--- config.mk ---
export PLATFORM = sky130hd
export DESIGN_NAME = acmpc_top
export DESIGN_NICKNAME = d
export VERILOG_FILES = /design/src/hw/acmpc_pkg.sv /design/src/hw/acmpc_top.sv
export SDC_FILE = /design/constraint.sdc
export NUM_CORES = 1
export LEC_CHECK = 0
export CAP_MARGIN = 20
export CORE_MARGIN = 5
export CORE_UTILIZATION = 40
export CTS_BUF_LIST = sky130_fd_sc_hd__clkbuf_8 sky130_fd_sc_hd__clkbuf_16
export DETAILED_ROUTE_END_ITERATION = 7
export DONT_BUFFER_PORTS = 1
export SYNTH_ARGS = -nofsm -noshare
export SYNTH_HDL_FRONTEND = slang
export SYNTH_SLANG_ARGS = --single-unit
--- constraint.sdc ---
create_clock -name clk_sys -period 1.9 [get_ports clk_sys]
set_input_delay 0.19 -clock clk_sys [delete_from_list [all_inputs] [get_ports clk_sys]]
set_output_delay 0.19 -clock clk_sys [all_outputs]
set_load 0.02 [all_outputs]
--- src/hw/acmpc_pkg.sv ---
// Package for the comparator control logic: offsets, fields, resets, timing
package acmpc_pkg;

  // ****************************************************************
  // Register offsets
  // ****************************************************************
  localparam logic [2:0] OFS_MAIN_CONTROL = 3'h0;
  localparam logic [2:0] OFS_INPUT_SELECT = 3'h2;
  localparam logic [2:0] OFS_IRQ_ENABLE   = 3'h6;
  localparam logic [2:0] OFS_FLAG_LEVEL   = 3'h7;

  // ****************************************************************
  // Field positions
  // ****************************************************************
  localparam int BIT_ENABLE     = 0;
  localparam int BIT_HYS_LO     = 1;
  localparam int BIT_LOW_CUR    = 3;
  localparam int BIT_EDGE_LO    = 4;
  localparam int BIT_PIN_OUT_EN = 6;
  localparam int BIT_RUN_STDBY  = 7;
  localparam int BIT_NEG_LO     = 0;
  localparam int BIT_POS_LO     = 3;
  localparam int BIT_INVERT     = 7;
  localparam int BIT_IRQ_EN     = 0;
  localparam int BIT_FLAG       = 0;
  localparam int BIT_LEVEL      = 4;

  // ****************************************************************
  // Reset values and write masks
  // ****************************************************************
  localparam logic [7:0] RST_MAIN_CONTROL = 8'h00;
  localparam logic [7:0] RST_INPUT_SELECT = 8'h00;
  localparam logic [7:0] RST_IRQ_ENABLE   = 8'h00;
  localparam logic [7:0] MSK_INPUT_SELECT = 8'h9B;
  localparam logic [7:0] MSK_IRQ_ENABLE   = 8'h01;

  // Edge mode encodings
  localparam logic [1:0] EDGE_ANY     = 2'h0;
  localparam logic [1:0] EDGE_FALLING = 2'h2;
  localparam logic [1:0] EDGE_RISING  = 2'h3;

  // Interrupt vector relative offset
  localparam logic [7:0] COMPARATOR_VECTOR = 8'h00;

  // ****************************************************************
  // Timing
  // ****************************************************************
  localparam int  CLK_PERIOD_PS     = 8000;
  localparam int  STARTUP_TIME_PS   = 2500000;
  localparam int  STARTUP_CYCLES    = (STARTUP_TIME_PS + CLK_PERIOD_PS - 1) / CLK_PERIOD_PS;
  localparam int  REF_SETTLE_US     = 60;

  // ****************************************************************
  // Types
  // ****************************************************************
  typedef enum logic [1:0] {
    ACMPC_ACTIVE,
    ACMPC_IDLE,
    ACMPC_STANDBY,
    ACMPC_POWER_DOWN
  } acmpc_sleep_e;

  // Settings handed to the analog core
  typedef struct packed {
    logic       enable;
    logic       low_current_select;
    logic [1:0] hysteresis_select;
    logic [1:0] positive_input_select;
    logic [1:0] negative_input_select;
  } acmpc_analog_s;

endpackage : acmpc_pkg

--- src/hw/acmpc_top.sv ---
// Comparator control logic: registers, sleep gating, edge flag, pin and event out
`timescale 1ns/1ns
// What this block does
// - Output marked invalid during 2.5 us start-up
// - Two-bit hysteresis select: off or three levels
// - Main control bit 3 selects low current
// - Enabled comparator drives unsynchronised event output
// - No event input; generator only
// - Matching edge sets status flag, vector 0x00
// - Request while flag and enable both set
// - Edge mode bits 5:4 choose edges
// - Bit 6 drives result onto pin
// - Bit 7 keeps comparator running in standby
// - Standby without clock: no status, events continue if bit 7 set
// - Idle sleep behaves as active
// - Power-down disables comparator and pin
// - Debug halt changes nothing
// - Registers at 0x00, 0x02, 0x06, 0x07
// - Registers and flags run on peripheral clock
// - Writing one clears the status flag
// - Status bit 4 shows level after three cycles
// - Invert bit flips output for all consumers
// - Interrupt enable bit 0 enables the source
module acmpc_top (
  // Clock and reset
  input  wire logic                    clk_sys,
  input  wire logic                    arst_n,
  // Register port
  input  wire logic [2:0]              reg_addr,
  input  wire logic [7:0]              reg_wdata,
  input  wire logic                    reg_wr,
  input  wire logic                    reg_rd,
  output logic      [7:0]              reg_rdata,
  // System sleep state and peripheral clock request from other modules
  input  wire acmpc_pkg::acmpc_sleep_e sleep_mode,
  input  wire logic                    per_clk_requested,
  // Analog core
  output acmpc_pkg::acmpc_analog_s     analog_cfg,
  input  wire logic                    comparator_raw,
  // Outputs
  output logic                         comparator_event,
  output logic                         pin_out,
  output logic                         pin_out_oe,
  output logic                         output_valid,
  output logic                         irq_req,
  output logic      [7:0]              irq_vector
);
  import acmpc_pkg::*;

  // ****************************************************************
  // Register state
  // ****************************************************************
  logic [7:0]  main_control_q;
  logic [7:0]  input_select_q;
  logic [7:0]  irq_enable_q;
  logic        flag_q;
  logic [2:0]  sync_q;
  logic        prev_q;
  logic        prev_valid_q;
  logic [15:0] startup_cnt_q;
  logic [15:0] startup_cnt_d;

  // ****************************************************************
  // Decode and field extraction
  // ****************************************************************
  wire sel_main  = (reg_addr == OFS_MAIN_CONTROL);
  wire sel_input = (reg_addr == OFS_INPUT_SELECT);
  wire sel_irqen = (reg_addr == OFS_IRQ_ENABLE);
  wire sel_flag  = (reg_addr == OFS_FLAG_LEVEL);

  wire       enable_bit         = main_control_q[BIT_ENABLE];
  wire       keep_running_in_standby = main_control_q[BIT_RUN_STDBY];
  wire       pin_output_enable  = main_control_q[BIT_PIN_OUT_EN];
  wire [1:0] edge_mode          = main_control_q[BIT_EDGE_LO +: 2];
  wire       invert_bit         = input_select_q[BIT_INVERT];
  wire       compare_irq_bit    = irq_enable_q[BIT_IRQ_EN];

  // Sleep gating; debug halt is no input here, so it cannot alter anything
  wire power_down   = (sleep_mode == ACMPC_POWER_DOWN);
  wire in_standby   = (sleep_mode == ACMPC_STANDBY);
  // Idle is treated exactly like active
  wire core_running = enable_bit && !power_down &&
                      (!in_standby || keep_running_in_standby);
  // Status logic is frozen in standby when the peripheral clock is not requested
  wire status_live  = !in_standby || per_clk_requested;

  // ****************************************************************
  // Analog core settings
  // ****************************************************************
  assign analog_cfg.enable                = core_running;
  assign analog_cfg.low_current_select    = main_control_q[BIT_LOW_CUR];
  assign analog_cfg.hysteresis_select     = main_control_q[BIT_HYS_LO +: 2];
  assign analog_cfg.positive_input_select = input_select_q[BIT_POS_LO +: 2];
  assign analog_cfg.negative_input_select = input_select_q[BIT_NEG_LO +: 2];

  // Event and pin paths stay combinational: the event is asynchronous by
  // nature, so registering it would add latency the consumers do not expect
  wire cmp_out = (comparator_raw ^ invert_bit) & core_running;
  assign comparator_event = cmp_out;
  assign pin_out          = cmp_out;
  assign pin_out_oe       = pin_output_enable && !power_down;

  // ****************************************************************
  // Start-up blanking counter
  // ****************************************************************
  always_comb begin
    startup_cnt_d = startup_cnt_q;
    if (!core_running) begin
      startup_cnt_d = 16'h0000;
    end else if (startup_cnt_q < 16'(STARTUP_CYCLES)) begin
      startup_cnt_d = startup_cnt_q + 16'h0001;
    end
  end

  always_ff @(posedge clk_sys or negedge arst_n) begin
    if (!arst_n) begin
      startup_cnt_q <= 16'h0000;
    end else begin
      startup_cnt_q <= startup_cnt_d;
    end
  end

  // Reference settling is not tracked here; software waits for it
  assign output_valid = core_running && (startup_cnt_q >= 16'(STARTUP_CYCLES));

  // ****************************************************************
  // Synchroniser and edge detection
  // ****************************************************************
  // Three stages feed edge detection; the status level taps stage two plus a register for the three-cycle delay
  always_ff @(posedge clk_sys or negedge arst_n) begin
    if (!arst_n) begin
      sync_q <= 3'h0;
    end else begin
      sync_q <= {sync_q[1:0], cmp_out};
    end
  end

  wire level_now = sync_q[2];
  // Ignore edges until output_valid; the three-stage lag still lets the last three start-up samples be compared
  wire sample_ok = status_live && output_valid;
  wire rise      = prev_valid_q && level_now && !prev_q;
  wire fall      = prev_valid_q && !level_now && prev_q;
  wire edge_hit  = sample_ok && (
                     ((edge_mode == EDGE_ANY)     && (rise || fall)) ||
                     ((edge_mode == EDGE_FALLING) && fall) ||
                     ((edge_mode == EDGE_RISING)  && rise));

  always_ff @(posedge clk_sys or negedge arst_n) begin
    if (!arst_n) begin
      prev_q       <= 1'b0;
      prev_valid_q <= 1'b0;
    end else if (status_live) begin
      prev_q       <= level_now;
      prev_valid_q <= output_valid;
    end
  end

  // ****************************************************************
  // Register writes
  // ****************************************************************
  wire flag_clear = reg_wr && sel_flag && reg_wdata[BIT_FLAG];

  always_ff @(posedge clk_sys or negedge arst_n) begin
    if (!arst_n) begin
      main_control_q <= RST_MAIN_CONTROL;
      input_select_q <= RST_INPUT_SELECT;
      irq_enable_q   <= RST_IRQ_ENABLE;
    end else if (reg_wr) begin
      if (sel_main)  main_control_q <= reg_wdata;
      if (sel_input) input_select_q <= reg_wdata & MSK_INPUT_SELECT;
      if (sel_irqen) irq_enable_q   <= reg_wdata & MSK_IRQ_ENABLE;
    end
  end

  // Set wins over a clear in the same cycle so no edge is lost
  always_ff @(posedge clk_sys or negedge arst_n) begin
    if (!arst_n) begin
      flag_q <= 1'b0;
    end else if (edge_hit) begin
      flag_q <= 1'b1;
    end else if (flag_clear) begin
      flag_q <= 1'b0;
    end
  end

  // Request held as long as flag and enable stand together
  assign irq_req    = flag_q && compare_irq_bit;
  assign irq_vector = COMPARATOR_VECTOR;

  // ****************************************************************
  // Register reads
  // ****************************************************************
  // Status level bit freezes with the clock in standby
  logic level_shown_q;
  always_ff @(posedge clk_sys or negedge arst_n) begin
    if (!arst_n) begin
      level_shown_q <= 1'b0;
    end else if (status_live) begin
      level_shown_q <= sync_q[1];
    end
  end

  wire [7:0] status_view = (8'(level_shown_q) << BIT_LEVEL) | (8'(flag_q) << BIT_FLAG);
  wire [7:0] rd_mux = sel_main  ? main_control_q :
                      sel_input ? input_select_q :
                      sel_irqen ? irq_enable_q   :
                      sel_flag  ? status_view    : 8'h00;

  // Read data stand only in the cycle after the strobe
  always_ff @(posedge clk_sys or negedge arst_n) begin
    if (!arst_n) begin
      reg_rdata <= 8'h00;
    end else begin
      reg_rdata <= reg_rd ? rd_mux : 8'h00;
    end
  end

endmodule : acmpc_top

==> results.json <==
{
  "place_inst": 262,
  "hold_viol_final": 0,
  "post-synth-top-count-cell": "dfrtp_1",
  "diodes": 0,
  "m1WireLength_um": 2050,
  "grtUsageTotal": 0.133,
  "start_util": 0.414,
  "crit_arrival_ns": 2.14,
  "cp_max_fo": 2,
  "fin_crit_ns": 1.91,
  "power_switching_w": 0.000632,
  "layout.nets": 228,
  "netlist_area_um2": 2140,
  "ys_seq_area_frac": 0.525,
  "rr_endpoint": "startup_cnt_q[7]$_DFFE_PN0P_",
  "totalWireLength_um": 4400,
  "area_growth_pct": 12.4,
  "total_power_w": 0.00223,
  "grt_max_degree": 46,
  "slew_violations": 0,
  "path_buf_inv": 0,
  "cts_buffers": 5,
  "syn_area_per_cell_um2": 11.0,
  "dr_wl_met3_um": 218,
  "clock_skew_ns": 0.00863,
  "cp.required_ns": 2.13,
  "setup_violations": 1,
  "hpwl_um": 3170,
  "ys_top_cells_by_area": "dfrtp_1 (53%), mux2_2 (8.4%), buf_4 (6.3%)",
  "comb_power_share": 0.143,
  "setup_ws_ns": -0.00539,
  "clkPwrFrac": 0.326,
  "status": "finished, violations left",
  "gr-total-overflow": 0,
  "ioPinCount": 48,
  "grt_pass1_wl_um": 7380,
  "yosys-top-cells-count": "dfrtp_1 (45), buf_4 (18), mux2_2 (16)",
  "synth_top_area_frac": 0.525,
  "viasPerCell": 5.19,
  "violations": "negative setup slack",
  "clkTransAtPathRegs_ns": 0.09,
  "ys_types": 38,
  "p_per_area_nw_per_um2": 926,
  "path_cells": "or4_4, or4_4, or4_1, o21ai_1",
  "end_kind": "flop",
  "whs_ns": 0.0147,
  "clk_latency_ns": 0.30,
  "rows": 26,
  "path_common_cell": "or4_4",
  "hold_start": "reg_rd",
  "port_buffers": 0,
  "hp-class": "input port to flop",
  "internal-power_w": 0.00160,
  "slowest_delay_ns": 0.53,
  "pwr-share-seq": 0.531,
  "timing.rr.start": "startup_cnt_q[10]$_DFFE_PN0P_",
  "place_area_um2": 2200,
  "core_area_um2": 5170,
  "first_global_vias": 1451,
  "first_pass_iters": 4,
  "die-area_um2": 6920,
  "cts_buffer_depth": 2,
  "yosys_warnings": 0,
  "drc": 0,
  "die-width_um": 83.2,
  "instances_no_fill": 277,
  "crit_path_start_kind": "flop",
  "highest_layer": "met4",
  "drtIter0Drc": 74,
  "cts_sinks": 45,
  "cts_tree": "built",
  "rsz0062_at_grt": "true",
  "yosysTopAreaCell": "dfrtp_1",
  "die_y_um": 83.2,
  "ys_ff_latch": 45,
  "drive_above_1_share": 0.251,
  "fmax_mhz": 525,
  "worstSetupPathType": "flop to flop",
  "cts_max_level": 2,
  "irDropWorstVdd_v": 0.000673,
  "max_cap_viol_count": 0,
  "place_ws_ns": 0.0105,
  "antenna_left": 0,
  "cp_slowest_cell": "or4_4",
  "wire_per_inst_um": 15.9,
  "holdPathEnd": "reg_rdata[0]$_DFF_PN0_",
  "dr_wl_met2_um": 2040,
  "switching_share": 0.283,
  "reg2reg_slack_ns": -0.005,
  "power_leakage_nw": 1.11,
  "num_vias": 1437,
  "synthArstFlopShare": 1.00,
  "gp_congestion": 0.801,
  "cts-root-buf": "clkbuf_8",
  "antenna_found_initial": 0,
  "syn_inst": 194,
  "synth-edff-count": 0,
  "holdPathStages": 2,
  "yosys_most_used_dff": "dfrtp_1",
  "path_delay_family": "simple AND/OR/NAND/NOR gates",
  "rr_worst_depth": 4,
  "fin_area_um2": 2410,
  "period_share": 1.00
}
layer usage:
layer / GRT usage / vias to the layer above
met5: 0 / -
li1: - / 681
met3: 0.0347 / 6
met4: 0.0594 / 0
met1: 0.180 / 717
met2: 0.200 / 33
metrics by stage:
step / TNS [ns] / utilization
floorplan: 0 / -
global placement: 0 / 0.425
detailed placement: 0 / 0.425
CTS: 0 / 0.459
global route: -0.138 / 0.466
finish: -0.00539 / 0.466
final cells by class:
cell class / instances / area, um^2
Fill cell: 481 / 2760
Tap cell: 70 / 87.6
Multi-Input combinational cell: 128 / 882
Sequential cell: 45 / 1130
Clock inverter: 3 / 42.5
Timing Repair Buffer: 21 / 184
Inverter: 5 / 18.8
Clock buffer: 5 / 68.8
flip-flops by register name, indices dropped and copies added, names as in the netlist:
name,cells
prev_q,1
irq_enable_q,1
prev_valid_q,1
level_shown_q,1
startup_cnt_q,16
main_control_q,8
sync_q,3
flag_q,1
input_select_q,5
reg_rdata,8
power by group through the flow:
stage	Clock (W)	Sequential (W)	Combinational (W)
after floorplan	0	0.00114	0.000326
final	0.000727	0.00118	0.000319
after global placement	0	0.00121	0.000273
after detailed placement	0	0.00121	0.000280
after global routing	0.000794	0.00120	0.000363
after CTS	0.000755	0.00119	0.000318
layout by cell type, fill, tap and decap left out, types with 2 or more instances in the layout:
cell      count
nor3_1        3
o31ai_1       4
buf_4        18
or4_4         2
or4_1         5
mux2i_1       4
inv_1         6
xnor2_1       2
ha_1          3
nand3_1       7
conb_1        8
nand4_1       3
nor2_1       10
and2_1       10
nand2_1      14
a21oi_1       7
mux2_2       16
or3_1         2
o211ai_1      2
dfrtp_1      45
nor3b_1       2
and2b_2       2
a32o_1        2
clkbuf_8      5
and3_1        2
o21ai_0       4
worst reg2reg max path, cell delays in order (launching register included):
cell	delay, ns
dfrtp_1	0.38
or4_4	0.53
or4_4	0.42
or4_1	0.41
o21ai_1	0.09
worst max path at each step:
| stage | start | cells past startpoint | slack (ns) | endpoint |
|---|---|---|---|---|
| 3_3_place_gp | startup_cnt_q[10]$_DFFE_PN0P_ | 4 | 0.04 | startup_cnt_q[7]$_DFFE_PN0P_ |
| 6_report | startup_cnt_q[10]$_DFFE_PN0P_ | 4 | -0.005 | startup_cnt_q[7]$_DFFE_PN0P_ |
| 5_1_grt | startup_cnt_q[10]$_DFFE_PN0P_ | 4 | -0.06 | startup_cnt_q[7]$_DFFE_PN0P_ |
| 2_1_floorplan | startup_cnt_q[10]$_DFFE_PN0P_ | 4 | 0.07 | startup_cnt_q[7]$_DFFE_PN0P_ |
| 3_5_place_dp | startup_cnt_q[10]$_DFFE_PN0P_ | 4 | 0.01 | startup_cnt_q[7]$_DFFE_PN0P_ |
| 4_1_cts | startup_cnt_q[10]$_DFFE_PN0P_ | 4 | 0.001 | startup_cnt_q[7]$_DFFE_PN0P_ |
what timing repair did:
item                                    in CTS  in global routing
hold buffers                                 2                  0
pin swaps                                    0                  1
buffers inserted                             3                  2
endpoints found under the setup margin       2                  5
resized for setup                            1                  6
endpoints found under the hold margin       45                  0
logic make-up (layout without fill, tap and decap cells):
group,after synthesis,in the layout,synth area share
AND/OR/NAND/NOR,70,70,0.182
flip-flops,45,45,0.525
buffers and inverters,28,34,0.0841
AO/OA/AOI/OAI,25,25,0.0788
multiplexers,20,20,0.103
adder cells (fa/ha/maj),3,3,0.0175
XOR/XNOR,2,2,0.00817
other,1,8,0.00175
No activity file was read; power rests on OpenSTA's default activity.
